`src/inc/modbus_counter_regs.svh`:
```
// Purpose: Register numbers, codes and field values of the Modbus counter slave
// Assumes: Register numbers are the zero-based protocol addresses
// Notes: Definitions only
`ifndef MODBUS_COUNTER_REGS_SVH
`define MODBUS_COUNTER_REGS_SVH

// Function codes
`define FC_READ_HOLD 8'h03
`define FC_WRITE_ONE 8'h06

// Register numbers
`define REG_ENC_LO 16'h0010
`define REG_ENC_HI 16'h0011
`define REG_CHA_LO 16'h0020
`define REG_CHA_HI 16'h0021
`define REG_CLEAR 16'h0043
`define REG_RESTORE 16'h0058
`define REG_ADDR 16'h00C8
`define REG_BAUD 16'h00C9
`define REG_PARITY 16'h00CA
`define REG_MODULE_ID 16'h00D2

// Command and range values
`define VAL_CLEAR_ENC 16'h000A
`define VAL_RESTORE 16'hFF00
`define ADDR_MAX 16'h00FF
`define BAUD_MIN 16'h0004
`define BAUD_MAX 16'h000A
`define PARITY_MAX 16'h0002

// Frame layout
`define REQ_LEN 4'h8
`define HDR_LEN 8'h03
`define WR_LEN 8'h06

// CRC
`define CRC_INIT 16'hFFFF
`define CRC_POLY 16'hA001

`endif
```
`src/inc/modbus_counter_pkg.sv`:
```
// Purpose: Types shared by the Modbus counter slave
// Assumes: Nothing
// Notes: Constants live in the regs header
package modbus_counter_pkg;
   typedef logic [7:0] byte_t;
   typedef logic [15:0] word_t;
   typedef logic [3:0] baud_t;
   typedef logic [1:0] parity_t;
   typedef enum logic [2:0] {
      TX_IDLE = 3'h0,
      TX_SEND = 3'h1,
      TX_CRCWAIT = 3'h3,
      TX_CRCLO = 3'h2,
      TX_CRCHI = 3'h6
   } tx_state_t;
endpackage

```
`src/hdl/crc16_engine.sv`:
```
// Purpose: Byte-wise CRC-16 of a Modbus RTU frame
// Assumes: clear and enable not asserted together
// Notes: Residue is zero after a frame whose trailing CRC is good
`timescale 1ns/1ps
`include "modbus_counter_regs.svh"
`default_nettype none
module crc16_engine
   import modbus_counter_pkg::*;
(
   // Clock and reset
   input wire logic clk,
   input wire logic rstn,
   // Byte feed
   input wire logic clear,
   input wire logic enable,
   input wire modbus_counter_pkg::byte_t dataIn,
   // Result
   output modbus_counter_pkg::word_t crc
);
   function automatic word_t crcStep(input word_t c, input byte_t d);
      word_t r;
      r = c ^ {8'h00, d};
      for (int i = 0; i < 8; i++) begin
         r = r[0] ? ((r >> 1) ^ `CRC_POLY) : (r >> 1);
      end
      return r;
   endfunction

   word_t next_crc;

   always_comb begin
      next_crc = crc;
      if (clear) begin
         next_crc = `CRC_INIT;
      end else if (enable) begin
         next_crc = crcStep(crc, dataIn);
      end
   end

   always_ff @(posedge clk or negedge rstn) begin
      if (!rstn) begin
         crc <= `CRC_INIT;
      end else begin
         crc <= next_crc;
      end
   end
endmodule
`default_nettype wire

```
`src/hdl/modbus_rtu_counter_slave.sv`:
```
// Purpose: Modbus RTU slave front end of an encoder counting module
// Assumes: A UART outside delivers bytes and flags the silent gap ending a frame
// Notes: Half duplex; bytes arriving while a reply is going out are dropped
`timescale 1ns/1ps
`include "modbus_counter_regs.svh"
`default_nettype none
// Overview of operation
// - Baud codes 4 to 10, applied at restart
// - Station address 0 to 255, applied at restart
// - Parity 0 none, 1 odd, 2 even
// - Read reply: address, 03, byte count, data, CRC
// - Encoder count at 0x10, low half first
// - Channel count at 0x20, low half first
// - Writing 0x000A to 0x43 clears encoder
// - Successful single write echoes the request
// - Writing 0xFF00 restores defaults, then restarts
module modbus_rtu_counter_slave
   import modbus_counter_pkg::*;
#(
   parameter int MAX_REGS = 16,
   parameter logic [7:0] DEF_ADDR = 8'h02,
   parameter logic [3:0] DEF_BAUD = 4'h6,
   parameter logic [1:0] DEF_PARITY = 2'h0,
   // Value is arbitrary
   parameter logic [15:0] MODULE_ID = 16'hA5C3
)
(
   // Clock and reset
   input wire logic clk,
   input wire logic rstn,
   // Received bytes
   input wire modbus_counter_pkg::byte_t rxData,
   input wire logic rxValid,
   input wire logic rxFrameEnd,
   // Transmitted bytes
   output modbus_counter_pkg::byte_t txData,
   output logic txValid,
   input wire logic txReady,
   // Counts
   input wire logic [31:0] encoderCount,
   input wire logic [31:0] channelCount,
   output logic clearEncoder,
   // Restart and active settings
   input wire logic restart,
   output logic moduleRestart,
   output modbus_counter_pkg::byte_t stationAddr,
   output modbus_counter_pkg::baud_t baudCode,
   output modbus_counter_pkg::parity_t parityCode
);
   import modbus_counter_pkg::*;

   if (MAX_REGS < 1 || MAX_REGS > 125) begin : g_check
      $error("MAX_REGS must be 1 to 125");
   end

   tx_state_t state, next_state;
   logic [63:0] rxBuf, next_rxBuf;
   logic [3:0] rxCount, next_rxCount;
   logic [7:0] txIdx, next_txIdx, txLen, next_txLen;
   byte_t next_txData;
   logic reqRead, next_reqRead;
   word_t reqReg, next_reqReg, reqVal, next_reqVal;
   logic [31:0] encSnap, next_encSnap, chaSnap, next_chaSnap;
   byte_t pendAddr, next_pendAddr, next_stationAddr;
   baud_t pendBaud, next_pendBaud, next_baudCode;
   parity_t pendParity, next_pendParity, next_parityCode;
   logic restartPending, next_restartPending;
   logic next_clearEncoder, next_moduleRestart;
   word_t rxCrc, txCrc;
   logic rxCrcClear, txCrcClear, txFire;

   // Request fields, first byte oldest
   byte_t fAddr, fCode;
   word_t fReg, fVal;
   assign fAddr = rxBuf[63:56];
   assign fCode = rxBuf[55:48];
   assign fReg = rxBuf[47:32];
   assign fVal = rxBuf[31:16];

   assign txValid = (state == TX_SEND) || (state == TX_CRCLO) || (state == TX_CRCHI);
   assign txFire = txValid && txReady;

   function automatic logic writeLegal(input word_t r, input word_t v);
      unique case (r)
         `REG_CLEAR: return v == `VAL_CLEAR_ENC;
         `REG_RESTORE: return v == `VAL_RESTORE;
         `REG_ADDR: return v <= `ADDR_MAX;
         `REG_BAUD: return v >= `BAUD_MIN && v <= `BAUD_MAX;
         `REG_PARITY: return v <= `PARITY_MAX;
         default: return 1'b0;
      endcase
   endfunction

   function automatic word_t regValue(input word_t r);
      unique case (r)
         `REG_ENC_LO: return encSnap[15:0];
         `REG_ENC_HI: return encSnap[31:16];
         `REG_CHA_LO: return chaSnap[15:0];
         `REG_CHA_HI: return chaSnap[31:16];
         `REG_ADDR: return {8'h00, pendAddr};
         `REG_BAUD: return {12'h000, pendBaud};
         `REG_PARITY: return {14'h0000, pendParity};
         `REG_MODULE_ID: return MODULE_ID;
         default: return 16'h0000;
      endcase
   endfunction

   // Reply byte at position idx, position 0 being the address
   function automatic byte_t replyByte(input logic [7:0] idx);
      logic [7:0] k;
      word_t w;
      k = idx - `HDR_LEN;
      w = regValue(reqReg + {9'h000, k[7:1]});
      if (reqRead) begin
         unique case (idx)
            8'h00: return stationAddr;
            8'h01: return `FC_READ_HOLD;
            8'h02: return txLen - `HDR_LEN;
            default: return k[0] ? w[7:0] : w[15:8];
         endcase
      end else begin
         unique case (idx)
            8'h00: return stationAddr;
            8'h01: return `FC_WRITE_ONE;
            8'h02: return reqReg[15:8];
            8'h03: return reqReg[7:0];
            8'h04: return reqVal[15:8];
            default: return reqVal[7:0];
         endcase
      end
   endfunction

   always_comb begin
      logic frameOk, readOk, writeOk, doRestart;
      frameOk = 1'b0;
      readOk = 1'b0;
      writeOk = 1'b0;
      doRestart = 1'b0;
      next_state = state;
      next_rxBuf = rxBuf;
      next_rxCount = rxCount;
      next_txIdx = txIdx;
      next_txLen = txLen;
      next_txData = txData;
      next_reqRead = reqRead;
      next_reqReg = reqReg;
      next_reqVal = reqVal;
      next_encSnap = encSnap;
      next_chaSnap = chaSnap;
      next_pendAddr = pendAddr;
      next_pendBaud = pendBaud;
      next_pendParity = pendParity;
      next_stationAddr = stationAddr;
      next_baudCode = baudCode;
      next_parityCode = parityCode;
      next_restartPending = restartPending;
      next_clearEncoder = 1'b0;
      next_moduleRestart = 1'b0;
      rxCrcClear = 1'b0;
      txCrcClear = 1'b0;

      // Receive; count saturates one past a full request so longer frames are dropped
      if (state == TX_IDLE && rxValid) begin
         next_rxBuf = {rxBuf[55:0], rxData};
         if (rxCount <= `REQ_LEN) begin
            next_rxCount = rxCount + 4'h1;
         end
      end
      if (rxFrameEnd) begin
         next_rxCount = 4'h0;
         rxCrcClear = 1'b1;
         frameOk = state == TX_IDLE && rxCount == `REQ_LEN && rxCrc == 16'h0000 &&
            fAddr == stationAddr;
         readOk = frameOk && fCode == `FC_READ_HOLD && fVal != 16'h0000 &&
            fVal <= 16'(MAX_REGS);
         writeOk = frameOk && fCode == `FC_WRITE_ONE && writeLegal(fReg, fVal);
      end

      if (readOk || writeOk) begin
         // Snapshot so both halves of a count come from the same instant
         next_encSnap = encoderCount;
         next_chaSnap = channelCount;
         next_reqRead = readOk;
         next_reqReg = fReg;
         next_reqVal = fVal;
         next_txLen = readOk ? `HDR_LEN + {fVal[6:0], 1'b0} : `WR_LEN;
         next_txData = stationAddr;
         next_txIdx = 8'h01;
         txCrcClear = 1'b1;
         next_state = TX_SEND;
      end

      if (writeOk) begin
         unique case (fReg)
            `REG_CLEAR: next_clearEncoder = 1'b1;
            `REG_ADDR: next_pendAddr = fVal[7:0];
            `REG_BAUD: next_pendBaud = fVal[3:0];
            `REG_PARITY: next_pendParity = fVal[1:0];
            default: begin
               // Restore; restart waits until the echo is out
               next_pendAddr = DEF_ADDR;
               next_pendBaud = DEF_BAUD;
               next_pendParity = DEF_PARITY;
               next_restartPending = 1'b1;
            end
         endcase
      end

      unique case (state)
         TX_IDLE: begin
            doRestart = restart || restartPending;
         end
         TX_SEND: begin
            if (txFire) begin
               if (txIdx == txLen) begin
                  next_state = TX_CRCWAIT;
               end else begin
                  next_txData = replyByte(txIdx);
                  next_txIdx = txIdx + 8'h01;
               end
            end
         end
         TX_CRCWAIT: begin
            next_txData = txCrc[7:0];
            next_state = TX_CRCLO;
         end
         TX_CRCLO: begin
            if (txFire) begin
               next_txData = txCrc[15:8];
               next_state = TX_CRCHI;
            end
         end
         TX_CRCHI: begin
            if (txFire) begin
               next_state = TX_IDLE;
            end
         end
      endcase

      // Stored settings become active only here
      if (doRestart) begin
         next_stationAddr = pendAddr;
         next_baudCode = pendBaud;
         next_parityCode = pendParity;
         // A restore taken in this same cycle keeps its pending restart
         next_restartPending = writeOk && fReg == `REG_RESTORE;
         next_moduleRestart = 1'b1;
      end
   end

   always_ff @(posedge clk or negedge rstn) begin
      if (!rstn) begin
         state <= TX_IDLE;
         rxBuf <= 64'h0000_0000_0000_0000;
         rxCount <= 4'h0;
         txIdx <= 8'h00;
         txLen <= 8'h00;
         txData <= 8'h00;
         reqRead <= 1'b0;
         reqReg <= 16'h0000;
         reqVal <= 16'h0000;
         encSnap <= 32'h0000_0000;
         chaSnap <= 32'h0000_0000;
         pendAddr <= DEF_ADDR;
         pendBaud <= DEF_BAUD;
         pendParity <= DEF_PARITY;
         stationAddr <= DEF_ADDR;
         baudCode <= DEF_BAUD;
         parityCode <= DEF_PARITY;
         restartPending <= 1'b0;
         clearEncoder <= 1'b0;
         moduleRestart <= 1'b0;
      end else begin
         state <= next_state;
         rxBuf <= next_rxBuf;
         rxCount <= next_rxCount;
         txIdx <= next_txIdx;
         txLen <= next_txLen;
         txData <= next_txData;
         reqRead <= next_reqRead;
         reqReg <= next_reqReg;
         reqVal <= next_reqVal;
         encSnap <= next_encSnap;
         chaSnap <= next_chaSnap;
         pendAddr <= next_pendAddr;
         pendBaud <= next_pendBaud;
         pendParity <= next_pendParity;
         stationAddr <= next_stationAddr;
         baudCode <= next_baudCode;
         parityCode <= next_parityCode;
         restartPending <= next_restartPending;
         clearEncoder <= next_clearEncoder;
         moduleRestart <= next_moduleRestart;
      end
   end

   crc16_engine u_rxCrc (
      .clk(clk),
      .rstn(rstn),
      .clear(rxCrcClear),
      .enable(state == TX_IDLE && rxValid),
      .dataIn(rxData),
      .crc(rxCrc)
   );

   crc16_engine u_txCrc (
      .clk(clk),
      .rstn(rstn),
      .clear(txCrcClear),
      .enable(state == TX_SEND && txFire),
      .dataIn(txData),
      .crc(txCrc)
   );
endmodule
`default_nettype wire

```
`config.mk`:
```
export PLATFORM = sky130hd
export DESIGN_NAME = modbus_rtu_counter_slave
export DESIGN_NICKNAME = d
export VERILOG_FILES = /design/src/inc/modbus_counter_pkg.sv /design/src/hdl/crc16_engine.sv /design/src/hdl/modbus_rtu_counter_slave.sv
export VERILOG_INCLUDE_DIRS = /design/src /design/src/inc
export SDC_FILE = /design/constraint.sdc
export NUM_CORES = 1
export LEC_CHECK = 0
export ABC_CLOCK_PERIOD_IN_PS = 4300
export BUFFER_PORTS_ARGS = -buffer_cell sky130_fd_sc_hd__buf_2
export CORE_ASPECT_RATIO = 1.1
export CORE_UTILIZATION = 60
export CTS_CLUSTER_SIZE = 12
export DETAILED_ROUTE_END_ITERATION = 16
export PLACE_DENSITY = 0.8
export SYNTH_ARGS = -nofsm -noshare
export SYNTH_HDL_FRONTEND = slang
export SYNTH_HIERARCHICAL = 1
export SYNTH_SLANG_ARGS = --single-unit
```
`constraint.sdc`:
```
create_clock -name clk -period 4.3 [get_ports clk]
set_input_delay 0.645 -clock clk [delete_from_list [all_inputs] [get_ports clk]]
set_output_delay 0.645 -clock clk [all_outputs]
set_load 0.03 [all_outputs]
```
# After elaboration in Yosys (flattened, before gate mapping)
# Index checks and enable logic that the tools add are counted.
[classes]
mul = 0
bitwise_logic = 21
n_eq_ne = 29
n_addsub = 6
shift = 0
div = 0
order_cmp = 6
reduce_logical = 35
mux = 60
[op_table]
columns = ["cell", "count"]
rows = [
  ["two-way mux 16 bit", 20],
  ["case mux 16 bit (8 select lines)", 1],
  ["equality test 16 x 8 -> 1 bit (second input constant)", 7],
  ["two-way mux 8 bit", 11],
  ["inverter 2 -> 3 bit", 16],
  ["case mux 8 bit (3 select lines)", 2],
  ["case mux 8 bit (5 select lines)", 1],
  ["equality test 16 x 5 -> 1 bit (second input constant)", 2],
  ["equality test 16 x 6 -> 1 bit (second input constant)", 2],
  ["equality test 16 x 7 -> 1 bit (second input constant)", 2],
  ["XOR 16 x 8 -> 16 bit", 2],
  ["equality test 8 x 2 -> 1 bit (second input constant)", 3],
  ["adder 16 x 7 -> 16 bit", 1],
  ["equality test 16 bit (second input constant)", 1],
  ["equality test 16 x 4 -> 1 bit (second input constant)", 1],
  ["equality test 8 x 3 -> 1 bit (second input constant)", 2],
  ["equality test 8 bit", 2],
  [">= comparator 16 x 3 -> 1 bit (second input constant)", 1],
  ["less-or-equal comparator 16 x 2 -> 1 bit (second input constant)", 1],
  ["less-or-equal comparator 16 x 4 -> 1 bit (second input constant)", 1],
  ["less-or-equal comparator 16 x 5 -> 1 bit (second input constant)", 1],
  ["less-or-equal comparator 16 x 8 -> 1 bit (second input constant)", 1],
  ["logical NOT 16 bit", 1],
  ["case mux 8 bit (2 select lines)", 1],
  ["other kinds (28)", 74],
]
[word_totals]
wordCells = 179
in_bits = 78
n_memories = 0
latch_bits = 0
romBits = 0
output_inout_bits = 25
regBits = 255
ramBits = 0

# Longest topological paths before layout
[depth]
depth_word = 19
ltp_mapped = 18
depth_no_buf = 15

# Hierarchy
# Netlist, hierarchy kept.
[modules_own_cells]
columns = ["module", "n_inst", "cells_each", "seq_area_each_um2", "area_each_um2"]
rows = [
  ["modbus_rtu_counter_slave", 1, 1290, 5562.8, 12009.0],
  ["crc16_engine at u_txCrc", 1, 86, 420.4, 894.6],
  ["crc16_engine at u_rxCrc", 1, 86, 420.4, 892.1],
]

# Least setup slack after synthesis
# Ideal clock, no wire load.
[synth_timing]
path_type = "flip-flop to flip-flop"
from = "register txIdx[2]"
to = "register txData[0]"
path_slack_ps = 408
path_buffers = 3
arrival_time_ps = 3789
path_stages_with_launch = 19
setup_time_ps = 104
synth_period_minus_slack_ps = 3892
required_ps = 4196
cell_sequence = "dfrtp_1 > clkbuf_1 > nor2_1 > o21ai_0 > nor4_1 > xor2_1 > ha_1 > buf_2 > a21oi_1 > o21ai_1 > or3_1 > a211oi_4 > and2_4 > buf_6 > a22oi_2 > a21oi_2 > nor2_1 > o21a_1 > o41ai_2"
[synth_between]
elab_chain_len = 10
elab_cells_between_ends = 24
classes_between = "add/sub: 2; eq/ne: 13; mux: 8; reduce/logical: 1"
[synth_lines]
columns = ["element", "line", "rtl"]
rows = [
  ["start: declaration", "modbus_rtu_counter_slave.sv:59", "logic [7:0] txIdx, next_txIdx, txLen, next_txLen;"],
  ["start signal: assignment", "modbus_rtu_counter_slave.sv:277", "txIdx <= next_txIdx;"],
  ["subtractor 8 x 2 -> 8 bit (no line)", "n/a", ""],
  ["adder 16 x 7 -> 16 bit", "modbus_rtu_counter_slave.sv:113", "w = regValue(reqReg + {9'h000, k[7:1]});"],
  ["equality test 16 x 8 -> 1 bit, or another cell as far along", "modbus_rtu_counter_slave.sv:95", "unique case (r)"],
  ["case mux 16 bit (8 select lines)", "modbus_rtu_counter_slave.sv:95", ""],
  ["two-way mux 8 bit", "modbus_rtu_counter_slave.sv:119", "default: return k[0] ? w[7:0] : w[15:8];"],
  ["case mux 8 bit (3 select lines)", "modbus_rtu_counter_slave.sv:115", "unique case (idx)"],
  ["two-way mux 8 bit", "modbus_rtu_counter_slave.sv:114", "if (reqRead) begin"],
  ["two-way mux 8 bit (*)", "modbus_rtu_counter_slave.sv:215", "if (txIdx == txLen) begin"],
  ["two-way mux 8 bit (*)", "modbus_rtu_counter_slave.sv:214", "if (txFire) begin"],
  ["case mux 8 bit (3 select lines) (*)", "modbus_rtu_counter_slave.sv:209", "unique case (state)"],
  ["named net next_txData[0]", "modbus_rtu_counter_slave.sv:60", "byte_t next_txData;"],
  ["end signal: assignment", "modbus_rtu_counter_slave.sv:279", "txData <= next_txData;"],
  ["end: declaration", "modbus_rtu_counter_slave.sv:36", "output modbus_counter_pkg::byte_t txData,"],
]
# The timed path passes the listed nets; every way through them passes the cells marked *.
# A chain may end at the register's enable or synchronous reset.

# Final worst setup path
[layout_timing]
from = "register txIdx[0]"
to = "register txData[5]"
# Same word-level chain as after synthesis.

==> summary.md <==
| Metric | Value |
|---|---|
| Placer's final routability congestion estimate | roughly 1.0 |
| Horizontal die dimension | 147 um |
| Root Driver | sky130_fd_sc_hd__clkbuf_16 |
| Overflow left after global routing | 0 |
| Initial standard-cell utilization of the core | between 60% and 70% |
| Mapped cell area | between 10000 and 15000 sq um |
| Synth unique cells | 93 |
| Number of cells produced by synthesis | 1462 |
| Final worst-path cycle share | ~96% |
| Library cell occupying the most area in the post-synthesis netlist | sky130_fd_sc_hd__dfrtp_1 |
| Post-layout net count | 1660 |
| Static power due to leakage | just over 0.007 uW |
| Power density over the cells | around 630 nW/um^2 |
| Area contributors post-synth | sky130_fd_sc_hd__dfrtp_1 39%, sky130_fd_sc_hd__nand2_1 9.9%, sky130_fd_sc_hd__dfstp_2 7.2%, sky130_fd_sc_hd__mux2_2 6.3%, sky130_fd_sc_hd__xor2_1 2.5% |
| Dominant synthesized flop cell | sky130_fd_sc_hd__dfrtp_1 |
| Count of port buffers added during placement | roughly 100 |
| Most used standard cell by instance count after synthesis | sky130_fd_sc_hd__nand2_1 |
| Number of DRC violations after detailed-routing iteration 0 | roughly 1000 |
| Worst R2R Path Depth | 16 |
| Detailed-route vias per instance | roughly 6.3 |
| Required time of the critical path | 4750 ps |
| Total number of placement rows | 57 |
| Number of clock sinks | 254 |
| Minimum setup slack in the final design | 155 ps |
| Total number of vias | ~12000 |
| Die span in y | between 150 and 200 um |
| Vias in the first global route | about 11000 |
| Tightest Pin Transition | 807 ps |
| Max-cap violation count | 0 |
| Signal arrival time at the worst endpoint | about 4600 ps |
| Worst slew slack as a fraction of its limit | 46.2% |
| Boundary pin count | around 100 |
| Flip-flop and latch count after synthesis | roughly 250 |
| Net count after synthesis | around 1600 |
| Count of inserted antenna diode cells | 0 |
| Sequential share of the synthesized area | between 40% and 50% |
| Antenna violations before repair | 0 |
| GRT Resource Usage Total | approximately a third |
| Outcome | completed |
| Tightest Hold Check Type | in -> async |
| Detailed-route DRC error count | 0 |
| Element type at the critical path end | register |
| TritonCTS buffer count | 27 |
| Pre-CTS setup slack | ~170 ps |
| Number of failing setup endpoints in the final timing report | 0 |
| Largest clock skew in the final design | between 8 and 9 ps |
| Post-route core utilization | a little over two thirds |
| Max frequency | between 200 and 250 MHz |
| Wirelength, routed | roughly 40 mm |
| Largest net degree at the start of global routing | roughly 110 |
| Clock-pin slew on the worst setup and hold paths | approximately 60 ps |
| Final setup TNS | 0 ps |
| First-pass GRT wire length | 63.8 mm |
| Pre-Repair DR Iteration Count | 6 |
| RSZ-0062 raised after global routing | false |
| Warning count from the yosys run | 6 |
| Fraction of layout cells with a size suffix above 1 | 22.9% |
| Worst setup SP type | register |
| Number of hold violations in the final report | 0 |
| Dpl hpwl | 29.8 mm |
| # H-tree levels | 1 |
| Share of the synthesized area in the top cell type | 39.2% |
| Longest Clk Path Bufs | 3 |
| Maximum vdd ir drop | around 640 uV |
| Core outline area | 22300 sq um |
| CTS tree | yes |
| Leading cell types by count after synthesis | 364 x sky130_fd_sc_hd__nand2_1, 216 x sky130_fd_sc_hd__dfrtp_1, 77 x sky130_fd_sc_hd__mux2_2, 63 x sky130_fd_sc_hd__nor2_1, 54 x sky130_fd_sc_hd__o21ai_0 |
| Biggest fanout along the worst timing path | 12 |
| Number of synthesized flops with an enable pin | 0 |
| Total die area | 23600 sq um |
| Final max-slew violation count | 0 |
| Routed Antenna Nets | 0 |
| Category of the critical setup timing path | reg -> reg |
| Mean routed wirelength per cell | between 20 and 25 um |
| Skew-Pair Late Insertion Delay | 540 ps |
| Average cell area after synthesis | 9.44 sq um |
| Hold Buf Count CTS | 0 |
| Minimum period implied by the final worst setup slack | between 4000 and 5000 ps |
| Share of flip-flops with an asynchronous set or reset | 100% |
| Area added between synthesis and finish | 13.6% |
repair_timing:
item,in CTS,in global routing
gates resized for setup,0,9
setup buffers,0,1
endpoints found under the setup margin,0,7
state kept, by name, indices dropped and copies added, names as in the netlist, 3 cells and up:
| signal | flops |
|---|---|
| rxBuf | 64 |
| txData | 8 |
| rxCount | 4 |
| pendBaud | 4 |
| encSnap | 32 |
| pendAddr | 8 |
| txIdx | 8 |
| chaSnap | 32 |
| u_txCrc/crc | 16 |
| reqVal | 16 |
| stationAddr | 8 |
| txLen | 8 |
| baudCode | 4 |
| u_rxCrc/crc | 16 |
| reqReg | 16 |
| state | 3 |
where the power goes:
group          internal (uW)  switching [uW]
Sequential              2950             584
Combinational           1700            2320
Clock                   1440             933
Total                   6090            3830
final cells by class:
cell class / instances / area (sq um)
Timing Repair Buffer: 149 / 911
Fill cell: 1694 / 6650
Tap cell: 295 / 369
Inverter: 29 / 109
Clock inverter: 6 / 109
Multi-Input combinational cell: 1102 / 6970
Sequential cell: 254 / 6400
Clock buffer: 43 / 796
critical path, stage by stage (launching register included):
cell                        delay (ps)
sky130_fd_sc_hd__dfrtp_1           390
sky130_fd_sc_hd__buf_4             170
sky130_fd_sc_hd__ha_1              250
sky130_fd_sc_hd__nor3_1            150
sky130_fd_sc_hd__nand2_1            90
sky130_fd_sc_hd__xnor2_1           150
sky130_fd_sc_hd__ha_2              470
sky130_fd_sc_hd__and3b_1           200
sky130_fd_sc_hd__a2111oi_0         540
sky130_fd_sc_hd__o2111ai_1         270
sky130_fd_sc_hd__nor4_2            280
sky130_fd_sc_hd__buf_4             190
sky130_fd_sc_hd__and3_1            220
sky130_fd_sc_hd__a211oi_1          110
sky130_fd_sc_hd__a211oi_1          300
sky130_fd_sc_hd__o21ai_0           140
sky130_fd_sc_hd__o2111ai_1         130
cells in the final DEF (no fill, tap or decap), drive strengths merged, types with 13 or more instances in the layout:
master,instances
a211o,13
a21oi,57
a22oi,21
a31oi,14
and2,18
and3,14
buf,149
clkbuf,43
dfrtp,216
dfstp,38
ha,18
inv,28
mux2,78
mux2i,22
nand2,364
nand3,41
nand4,15
nor2,63
nor3,38
nor4,22
o21ai,60
or2,17
xnor2,39
xor2,39
per-layer routing:
metal	track usage [%]	wire [um]
met2	56.4	19100
met1	46.6	16200
met3	5.54	3210
met5	0	0
met4	16.1	2120
cells by family after synthesis:
group	Yosys count	share of synthesized area [%]
buf+inv	106	3.34
xor+xnor	80	5.41
mux	100	7.96
flops	254	46.4
fa+ha+maj	19	1.78
compound gates	252	12.8
simple gates	651	22.3
per-stage QoR:
stage          total power (uW)  hold slack (ps)  cell area (sq um)  cells
6_report                   9920              183              15700   1878
5_1_grt                   10400              241              15700   1878
4_1_cts                    9840              205              15600   1877
3_5_place_dp               7410              456              14700   1828
3_3_place_gp               7310              454              14700   1828
2_1_floorplan              6260              349              13800   1462
path summary, 6_finish.rpt:
kind / from / endpoint / slack [ps]
worst min register to register: encSnap[3] / encSnap[3] / 480
max in group asynchronous: rstn / pendBaud[2] / 3160
worst max register to register: txIdx[0] / txData[5] / 150
worst min-delay path: rstn / txIdx[7] / 180
min in group clk: encoderCount[17] / encSnap[17] / 300
worst max-delay path: txIdx[0] / txData[5] / 150
Note: power is estimated with default switching activity, not from simulation.
